<file path="src/verilog/prefetch_core_map.vh">
`ifndef PREFETCH_CORE_MAP_VH
`define PREFETCH_CORE_MAP_VH
`define PQ_DEPTH 2
`define BUS_MIN_CLKS 4
`define OP_NONE 3'h0
`define OP_HALF_SWAP 3'h1
`define OP_TEST_SET 3'h2
`define OP_COND_SET 3'h3
`define OP_STOP 3'h4
`define OP_RET_RESTORE 3'h5
`define OP_BRANCH 3'h6
`define OP_EXT_USE 3'h7
`define FLAG_C 0
`define FLAG_V 1
`define FLAG_Z 2
`define FLAG_N 3
`define TS_BIT 7
`define SET_BYTE 8'hff
`define CLR_BYTE 8'h00
`define RESET_PC 24'h000000
`define RESET_STATUS 16'h2700
`endif

</file>
<file path="src/verilog/bus_cycle_timer.v">
`timescale 1ns/1ns
`default_nettype none
module bus_cycle_timer #(
    parameter MIN_CLKS = 4
) (
    input wire core_clk_i,
    input wire rst_i,
    input wire start_i,
    input wire wait_i,
    output reg done_o,
    output reg busy_o,
    output reg [15:0] periods_o
);
    reg [3:0] cnt_q;
    always @(posedge core_clk_i)
    begin
        if (rst_i)
        begin
            cnt_q <= 4'h0;
            done_o <= 1'b0;
            busy_o <= 1'b0;
            periods_o <= 16'h0000;
        end
        else
        begin
            done_o <= 1'b0;
            if (start_i && !busy_o)
            begin
                busy_o <= 1'b1;
                cnt_q <= 4'h1;
                periods_o <= periods_o + 16'h0001;
            end
            else if (busy_o)
            begin
                periods_o <= periods_o + 16'h0001;
                // Wait states stretch the cycle past the minimum
                if (cnt_q >= MIN_CLKS[3:0] - 4'h1 && !wait_i)
                begin
                    busy_o <= 1'b0;
                    done_o <= 1'b1;
                end
                else if (cnt_q < MIN_CLKS[3:0])
                begin
                    cnt_q <= cnt_q + 4'h1;
                end
            end
        end
    end
endmodule // bus_cycle_timer
`default_nettype wire

</file>
<file path="src/verilog/prefetch_execute_core.v">
`timescale 1ns/1ns
`default_nettype none
`include "prefetch_core_map.vh"
// Functional notes
// - Two-word prefetch queue overlaps fetch with execution
// - Opword decoded and next word prefetched
// - Each consumed extension word triggers refill fetch
// - Last fetch issued when next decode starts
// - Branch discards prefetched word, fetch still happened
// - Exceptions discard both queued words
// - PC holds last fetched word address
// - Bus cycle is four clocks, no waits
// - Wait states add clocks to cycle
// - Period count includes fetch cycles and their wait states
// - Half swap exchanges halves, sets N Z
// - Test-set flags byte then sets bit 7
// - Conditional set writes ones or zeros
// - Stop loads status word then halts
// - Return pops flags and program counter at the same edge
// - Address evaluation never writes the bus
module prefetch_execute_core #(
    parameter MIN_CLKS = `BUS_MIN_CLKS
) (
    input wire core_clk_i,
    input wire rst_i,
    input wire [2:0] op_i,
    input wire op_valid_i,
    input wire [31:0] operand_i,
    input wire cond_true_i,
    input wire [15:0] imm_i,
    input wire exception_i,
    input wire [23:0] branch_target_i,
    input wire [15:0] rd_data_i,
    input wire wait_i,
    input wire ea_active_i,
    output reg op_ready_o,
    output reg [15:0] decoder_word_o,
    output reg [15:0] queued_word_o,
    output reg [23:0] pc_o,
    output reg [23:0] bus_addr_o,
    output reg bus_req_o,
    output reg bus_write_o,
    output reg program_ref_o,
    output reg [31:0] result_o,
    output reg result_valid_o,
    output reg [15:0] status_word_o,
    output reg halted_o,
    output reg [15:0] periods_o
);
    localparam ST_FILL = 2'h0;
    localparam ST_READY = 2'h1;
    localparam ST_FETCH = 2'h2;
    localparam ST_HALT = 2'h3;
    reg [1:0] state_q;
    reg [15:0] pq_q [0:`PQ_DEPTH-1];
    reg [1:0] count_q;
    reg start_q;
    wire done;
    wire busy;
    wire [15:0] periods;
    wire [7:0] byte_v = operand_i[7:0];
    wire [31:0] swapped = {operand_i[15:0], operand_i[31:16]};
    bus_cycle_timer #(.MIN_CLKS(MIN_CLKS)) timer_u (
        .core_clk_i(core_clk_i),
        .rst_i(rst_i),
        .start_i(start_q),
        .wait_i(wait_i),
        .done_o(done),
        .busy_o(busy),
        .periods_o(periods)
    );
    always @(posedge core_clk_i)
    begin
        if (rst_i)
        begin
            state_q <= ST_FILL;
            pq_q[0] <= 16'h0000;
            pq_q[1] <= 16'h0000;
            count_q <= 2'h0;
            start_q <= 1'b0;
            op_ready_o <= 1'b0;
            decoder_word_o <= 16'h0000;
            queued_word_o <= 16'h0000;
            pc_o <= `RESET_PC;
            bus_addr_o <= `RESET_PC;
            bus_req_o <= 1'b0;
            bus_write_o <= 1'b0;
            program_ref_o <= 1'b0;
            result_o <= 32'h00000000;
            result_valid_o <= 1'b0;
            status_word_o <= `RESET_STATUS;
            halted_o <= 1'b0;
            periods_o <= 16'h0000;
        end
        else
        begin
            start_q <= 1'b0;
            result_valid_o <= 1'b0;
            periods_o <= periods;
            bus_write_o <= 1'b0;
            decoder_word_o <= pq_q[0];
            queued_word_o <= pq_q[1];
            if (done)
            begin
                bus_req_o <= 1'b0;
                program_ref_o <= 1'b0;
                pq_q[count_q[0]] <= rd_data_i;
                count_q <= count_q + 2'h1;
                pc_o <= bus_addr_o;
            end
            if (exception_i)
            begin
                // Queue contents are dropped, refill restarts at pc_o
                count_q <= 2'h0;
                halted_o <= 1'b0;
                op_ready_o <= 1'b0;
                state_q <= ST_FILL;
            end
            else
            begin
                case (state_q)
                ST_FILL:
                begin
                    op_ready_o <= 1'b0;
                    if (count_q == `PQ_DEPTH && !busy)
                    begin
                        op_ready_o <= 1'b1;
                        state_q <= ST_READY;
                    end
                    else if (!busy && !start_q && !done && !bus_req_o)
                    begin
                        // Empty queue restarts the stream at pc_o itself
                        if (count_q == 2'h0)
                        begin
                            bus_addr_o <= {pc_o[23:1], 1'b0};
                        end
                        else
                        begin
                            bus_addr_o <= {pc_o[23:1] + 23'h1, 1'b0};
                        end
                        bus_req_o <= 1'b1;
                        program_ref_o <= 1'b1;
                        start_q <= 1'b1;
                    end
                end
                ST_READY:
                begin
                    if (op_valid_i)
                    begin
                        op_ready_o <= 1'b0;
                        result_valid_o <= 1'b1;
                        result_o <= operand_i;
                        case (op_i)
                        `OP_HALF_SWAP:
                        begin
                            result_o <= swapped;
                            status_word_o[`FLAG_N] <= swapped[31];
                            status_word_o[`FLAG_Z] <= swapped == 32'h0;
                            status_word_o[`FLAG_V] <= 1'b0;
                            status_word_o[`FLAG_C] <= 1'b0;
                        end
                        `OP_TEST_SET:
                        begin
                            status_word_o[`FLAG_N] <= byte_v[7];
                            status_word_o[`FLAG_Z] <= byte_v == 8'h00;
                            status_word_o[`FLAG_V] <= 1'b0;
                            status_word_o[`FLAG_C] <= 1'b0;
                            result_o <= {operand_i[31:8],
                                byte_v | 8'h80};
                        end
                        `OP_COND_SET:
                            result_o <= {operand_i[31:8], cond_true_i ?
                                `SET_BYTE : `CLR_BYTE};
                        `OP_STOP:
                        begin
                            status_word_o <= imm_i;
                            halted_o <= 1'b1;
                        end
                        `OP_RET_RESTORE:
                        begin
                            // Popped flag byte and target are both taken at the same edge
                            status_word_o[7:0] <= operand_i[7:0];
                            pc_o <= {branch_target_i[23:1], 1'b0};
                        end
                        `OP_BRANCH:
                            pc_o <= {branch_target_i[23:1], 1'b0};
                        default:
                            result_valid_o <= 1'b0;
                        endcase
                        if (op_i == `OP_STOP)
                        begin
                            state_q <= ST_HALT;
                        end
                        else if (op_i == `OP_BRANCH ||
                            op_i == `OP_RET_RESTORE)
                        begin
                            // Prefetched word was already paid for
                            count_q <= 2'h0;
                            state_q <= ST_FILL;
                        end
                        else
                        begin
                            // Extension use or opword drop: shift, refill
                            pq_q[0] <= pq_q[1];
                            count_q <= count_q - 2'h1;
                            bus_addr_o <= {pc_o[23:1] + 23'h1, 1'b0};
                            bus_req_o <= 1'b1;
                            program_ref_o <= 1'b1;
                            start_q <= 1'b1;
                            state_q <= ST_FETCH;
                        end
                    end
                end
                ST_FETCH:
                begin
                    // One edge later so queued_word_o shows the new word
                    if (count_q == `PQ_DEPTH && !busy)
                    begin
                        op_ready_o <= 1'b1;
                        state_q <= ST_READY;
                    end
                end
                ST_HALT:
                    halted_o <= 1'b1;
                default:
                    state_q <= ST_FILL;
                endcase
            end
        end
    end
endmodule // prefetch_execute_core
`default_nettype wire
</file>
<file path="config.mk">
export PLATFORM = sky130hd
export DESIGN_NAME = prefetch_execute_core
export DESIGN_NICKNAME = d
export VERILOG_FILES = /design/src/verilog/bus_cycle_timer.v /design/src/verilog/prefetch_execute_core.v
export VERILOG_INCLUDE_DIRS = /design/src /design/src/verilog
export SDC_FILE = /design/constraint.sdc
export NUM_CORES = 1
export LEC_CHECK = 0
export BUFFER_PORTS_ARGS = -buffer_cell sky130_fd_sc_hd__buf_2
export CAP_MARGIN = 20
export CORE_MARGIN = 1
export CORE_UTILIZATION = 43
export DETAILED_ROUTE_END_ITERATION = 7
export PLACE_DENSITY = 0.76
export SYNTH_ARGS = -nofsm -noshare
export SYNTH_HDL_FRONTEND = slang
export SYNTH_SLANG_ARGS = --single-unit
</file>
<file path="constraint.sdc">
create_clock -name core_clk_i -period 2 [get_ports core_clk_i]
set_input_delay 0.1 -clock core_clk_i [delete_from_list [all_inputs] [get_ports core_clk_i]]
set_output_delay 0.1 -clock core_clk_i [all_outputs]
set_load 0.01 [all_outputs]
</file>
# [Word level (Yosys, flattened, before mapping)]
# Memory sizes are Yosys's and may differ from the RTL's. A register that Yosys moved wholly into a read port is not among the register bits.
# Index checks and enable logic that the tools add are counted.
# Widths: inputs -> output; s select.
[totals] register_bits=160 mem_bits_rw=32 in_bits=98 output_inout_bits=150 word_cells=179 n_memories=1
[classes] add_sub_neg=5 order_cmp=2 eq_ne=20 muxes=79 bitwise=9 n_reduce_logical=42
[mem_list] memory="pq_q" depth=2 width=16 read_ports=2 rd_clocked_by_memory_dff=1 wr=2 line_no="prefetch_execute_core.v:55" source="reg [15:0] pq_q [0:`PQ_DEPTH-1];"
[ops] cell="$mux 24" count=11
[ops] cell="$pmux 32 s3" count=1
[ops] cell="$mux 16" count=4
[ops] cell="$pmux 24 s2" count=1
[ops] cell="$mux 1" count=44
[ops] cell="$logic_not 32->1" count=1
[ops] cell="$add 23x1->23 const B" count=1
[ops] cell="$mux 2" count=9
[ops] cell="$reduce_and 3->1" count=6
[ops] cell="$add 16x1->16 const B" count=1
[ops] cell="$pmux 4 s4" count=1
[ops] cell="$reduce_or 16->1" count=1
[ops] cell="$ne 2x2->1 const B" count=7
[ops] cell="$reduce_and 4->1" count=3
[ops] cell="$reduce_bool 2->1" count=6
[ops] cell="$eq 3x3->1 const B" count=3
[ops] cell="$logic_not 8->1" count=1
[ops] cell="$mux 8" count=1
[ops] cell="$pmux 1 s2" count=4
[ops] cell="$pmux 4 s2" count=1
[ops] cell="$reduce_or 2->1" count=4
[ops] cell="$reduce_and 7->1" count=1
[ops] cell="$eq 2x2->1 const B" count=3
[ops] cell="$eq 3x2->1 const B" count=2
[ops] cell="other kinds (23)" count=40

# [Depth between registers and ports, before layout]
[logic_depth] ltp_word=14 depth_mapped=10 ltp_nobuf=6

# [Modules after synthesis]
# A second synthesis with hierarchy kept.
[hier_totals] hier_cells=952 area_unflattened_um2=8967.4
[modules_own_cells] module="prefetch_execute_core" instances=1 cells_each=845 area_each_um2=8000.2 seq_area_each_um2=4023.9
[modules_own_cells] module="bus_cycle_timer" instances=1 cells_each=107 area_each_um2=967.2 seq_area_each_um2=440.4

# [Worst setup path before layout]
# No wires, ideal clock.
[synth_timing] kind="reg2reg" startpoint="register count_q[0]" endpoint="register bus_addr_o[20]" setup_time_ns=0.091 t_arrival_ns=2.050 required_ns=1.909 path_slack_ns=-0.141 stages_incl_launch_ff=8 n_path_buf=1 period_less_slack_ns=2.141 cell_sequence="dfxtp_1 inv_1 ha_1 nor2b_1 or3_4 buf_6 or4_1 a311oi_1"
[synth_via] elab_chain_cells=5 elab_cells_between_ends=9 cone_classes="eq/ne: 2; mux: 4; reduce/logical: 3"
[synth_lines] item="start, declared" line_no="prefetch_execute_core.v:56" source="reg [1:0] count_q;"
[synth_lines] item="start signal, assigned" line_no="prefetch_execute_core.v:108" source="count_q <= count_q + 2'h1;"
[synth_lines] item="start signal, assigned" line_no="prefetch_execute_core.v:205" source="count_q <= count_q - 2'h1;"
[synth_lines] item="$logic_not 2->1" line_no="prefetch_execute_core.v:133" source="if (count_q == 2'h0)"
[synth_lines] item="$mux 24" line_no="prefetch_execute_core.v:133"
[synth_lines] item="$mux 24" line_no="prefetch_execute_core.v:130" source="else if (!busy && !start_q && !done && !bus_req_o)"
[synth_lines] item="$mux 24" line_no="prefetch_execute_core.v:125" source="if (count_q == `PQ_DEPTH && !busy)"
[synth_lines] item="$pmux 24 s2" line_no="prefetch_execute_core.v:121" source="case (state_q)"
[synth_lines] item="end signal, assigned" line_no="prefetch_execute_core.v:135" source="bus_addr_o <= {pc_o[23:1], 1'b0};"
[synth_lines] item="end signal, assigned" line_no="prefetch_execute_core.v:139" source="bus_addr_o <= {pc_o[23:1] + 23'h1, 1'b0};"
[synth_lines] item="end signal, assigned" line_no="prefetch_execute_core.v:206" source="bus_addr_o <= {pc_o[23:1] + 23'h1, 1'b0};"
[synth_lines] item="end, declared" line_no="prefetch_execute_core.v:40" source="output reg [23:0] bus_addr_o,"
# Parallel ways exist; a longest one is shown, timed or not. The select of a mux whose other input is x is not followed.
# A chain may end at the register's enable or synchronous reset.

# [Worst setup path after layout]
# Ends and elaborated chain as after synthesis.

==> reports/results.tsv <==
stage	metric	value	unit
synthesis	Ys Warns	0	
worst_setup_path	Worst Path Required	2.40	ns
sta	Slew Limit Fails	0	
grt	largest net degree at the start of global routing	79	
synthesis	Cell Area, Synth	8737	um^2
worst_setup_path	WS Path Type	reg -> reg	
sta	relative slew slack	62.78	%
hold_path	HP Class	in -> reg	
sta	hold_ws	0.1185	ns
worst_setup_path	Setup crit end kind	register	
worst_setup_path	critical path fanouts, max	5	
worst_setup_path	worst reg-to-reg path cell count	6	
clock_tree	Clock Latency Late Sink	0.50	ns
hold_path	Hold Crit Depth	5	
worst_setup_path	FF-to-FF Start	count_q[0]$_SDFF_PP0_	
die	die outline width	144.5	um
placed_design	Placer Congestion	0.8455	
layout	# nets final	1377	
synthesis	Mapped Cells	919	
clock_tree	H-tree lvl count	1	
synthesis	Seq/Total Area, Yosys	51.10	%
routing	post-route DRC violation count	0	
layout	share of layout cells above drive strength 1	27.63	%
sta	period utilisation layout	95.27	%
placed_design	Cells after DPL	1414	
synthesis	Netlist cell types	62	
sta	Final Critical Period	1.905	ns
run	maxcap violations	0	
layout	layout filler cell count	1604	
grt	first-pass GRT wire length	37820	um
worst_setup_path	crit path launch type	register	
sta	Final setup viols	0	
die	Initial Utilization	44.31	%
routing	routed via count	8211	
clock_tree	Max Buffers Root-to-Sink	3	
worst_setup_path	crit path from	count_q[0]$_SDFF_PP0_	
die	chip height	144.5	um
routing	starting DRC count in detailed routing	391	
synthesis	top_reg_cell synth	dfxtp_1	
layout	antenna cells	0	
sta	fmax	524.8	MHz
clock_tree	root buffer cell	clkbuf_16	
synthesis	syn_area_per_cell	9.507	um^2
pwr	maximum VDD drop	0.5102	mV
worst_setup_path	Reg2Reg Setup Slack	0.09	ns
synthesis	asr flop ratio synth	0	%
routing	Antenna Nets Post-Route	0	
routing	drt pass-1 iters	5	
sta	Hold Fails Final Rpt	0	
die	# rows	51	
die	Core Area	19720	um^2
grt	vias in the first global route	7651	
clock_tree	CTS buffer count	23	
layout	Post-Layout Cell Count	1550	
synthesis	Post-synth EDFFs	32	
worst_setup_path	CP Data Arrival Time	2.31	ns
routing	drt via density	5.297	
placed_design	number of port buffers	243	
clock_tree	CTS Sinks	207	
grt	Total GRT Usage	22.71	%
pwr	leakage	5.218	nW
pwr	Pwr per Cell Area	768.2	nW/um^2
clock_tree	Reg clk slew, reported paths	0.06	ns
grt	total gr overflow	0	
routing	final WL	24400	um
placed_design	Detail Placement HPWL	15710	um
worst_setup_path	end of the critical path	bus_addr_o[20]$_SDFFE_PP0P_	
status	run status	finished, final reports clean	
grt	initial antenna violation count	0	
die	die area	20890	um^2
layout	area delta synth->final	39.80	%
sta	RSZ-0062 raised after global routing	no	
die	Top Ports	248	
synthesis	Seq cells post-synth	207	
routing	DR WL/cell	15.74	um
worst_setup_path	Reg2Reg Capture Point	bus_addr_o[20]$_SDFFE_PP0P_	
clock_tree	CTS tree	done	
sta	worst clock skew	0.01443	ns
sta	Slew @ Worst Pin	0.5583	ns
## synth_stat cells (all sizes together), types with 2 or more instances
cell type	number	area, um^2
nand2b	8	50.05
nand4	9	56.30
o211ai	10	75.07
inv	15	56.30
nor2	69	259.0
a311oi	25	219.0
a211oi	35	262.8
o31ai	9	67.56
a22o	15	131.4
o22ai	2	12.51
o21bai	15	112.6
nor2b	53	331.6
xor2	13	113.9
and3	7	43.79
and4	4	36.29
mux2i	36	360.4
nor3	9	45.04
mux2	4	45.04
edfxtp	32	960.9
xnor2	11	96.34
nor3b	2	15.01
nor4	16	106.4
nand2	109	409.1
a21oi	46	230.2
a31oi	16	100.1
dfxtp	175	3503
or4	7	52.55
o21ai	17	85.08
clkbuf	48	180.2
a22oi	2	15.01
a21o	3	22.52
and2	16	100.1
ha	10	125.1
or3	10	67.56
nand3	18	95.09
buf	17	85.07
o21a	3	22.52
or2	2	12.51
nand3b	6	45.04
## per-stage QoR
step / util [%] / TNS, ns / area (um^2) / worst slack [ns] / power [W]
global placement: 53.23 / 0 / 10500 / 0.03912 / 0.005190
floorplan: - / -0.2201 / 8747 / -0.05882 / 0.004856
global route: 61.95 / 0 / 12210 / 0.0008882 / 0.009735
finish: 61.95 / 0 / 12210 / 0.09462 / 0.009383
CTS: 61.77 / -0.003704 / 12180 / -0.003704 / 0.009450
detailed placement: 53.23 / -0.05489 / 10500 / -0.03515 / 0.005204
## per-layer routing
metal / part of all wire [%] / GRT usage, % / up-vias
li1: - / - / 3994
met1: 43 / 28.70 / 3833
met2: 48 / 38.44 / 329
met3: 6.3 / 4.437 / 55
met4: 3.0 / 7.867 / 0
met5: 0 / 0 / -
## power by group
part	total, W	internal [W]	switching (W)
combinational	0.000861	0.000420	0.000441
clock	0.00411	0.00250	0.00161
sequential	0.00441	0.00434	0.0000760
## critical path: stages, from the launching register on
cell and delay, ns:
dfxtp_2 0.33, inv_2 0.04, ha_2 0.19, nor2b_4 0.14
or3_4 0.40, or4_1 0.49, a311oi_1 0.22
## sequential cells by signal (all words and copies together) (netlist names), 2 cells and up
register,flops
bus_addr_o,23
count_q,2
decoder_word_o,16
pc_o,24
periods_o,16
pq_q,32
queued_word_o,16
result_o,32
state_q,2
status_word_o,16
timer_u.cnt_q,4
timer_u.periods_o,16
## cell type report
class | instances | area (um^2) | area share [%]
Clock buffer | 35 | 650.6 | 5.327
Clock inverter | 6 | 90.09 | 0.7376
Inverter | 15 | 56.30 | 0.4610
Multi-Input combinational cell | 634 | 4009 | 32.82
Sequential cell | 207 | 4467 | 36.57
Tap cell | 265 | 331.6 | 2.715
Timing Repair Buffer | 388 | 2610 | 21.37
## cell families (layout without fill, tap and decap cells)
logic type / Yosys count / in the layout / synth area share (%)
compound gates: 209 / 209 / 16.64
buf+inv: 80 / 444 / 3.680
simple gates: 348 / 349 / 20.06
flops: 207 / 207 / 51.10
mux: 40 / 40 / 4.640
other cells: 1 / 2 / 0.04292
fa+ha+maj: 10 / 10 / 1.432
xor+xnor: 24 / 24 / 2.406
## placed cells by master (no fill, tap or decap), drive strengths merged, types with 10 or more instances in the layout
cell type	instances
xor2	13
o21bai	15
nand2	109
xnor2	11
dfxtp	175
nor2b	53
dlygate4sd3	91
ha	10
o211ai	10
mux2i	36
nor2	69
a31oi	16
clkbuf	35
a211oi	35
and2	16
or3	11
o21ai	17
a21oi	46
a22o	15
buf	297
nor4	16
nand3	18
inv	16
edfxtp	32
a311oi	25
## what timing repair did
action,in CTS,in global routing
endpoints found under the setup margin,4,11
gates resized for setup,1,9
hold buffers,91,0
cloned,1,0
pin swaps,5,4
hold endpoints to repair,106,0
setup buffers,3,0
## worst min path at each step
stage | start | to | slack (ns)
6_report | cond_true_i | result_o[7]$_SDFFE_PP0P_ | 0.12
5_1_grt | rst_i | decoder_word_o[13]$_SDFF_PP0_ | 0.12
3_3_place_gp | imm_i[10] | status_word_o[10]$_SDFFE_PP1P_ | 0.31
3_5_place_dp | imm_i[9] | status_word_o[9]$_SDFFE_PP1P_ | 0.32
2_1_floorplan | imm_i[10] | status_word_o[10]$_SDFFE_PP1P_ | 0.22
4_1_cts | cond_true_i | result_o[7]$_SDFFE_PP0P_ | 0.1
Note: power is estimated with default switching activity, not from simulation.
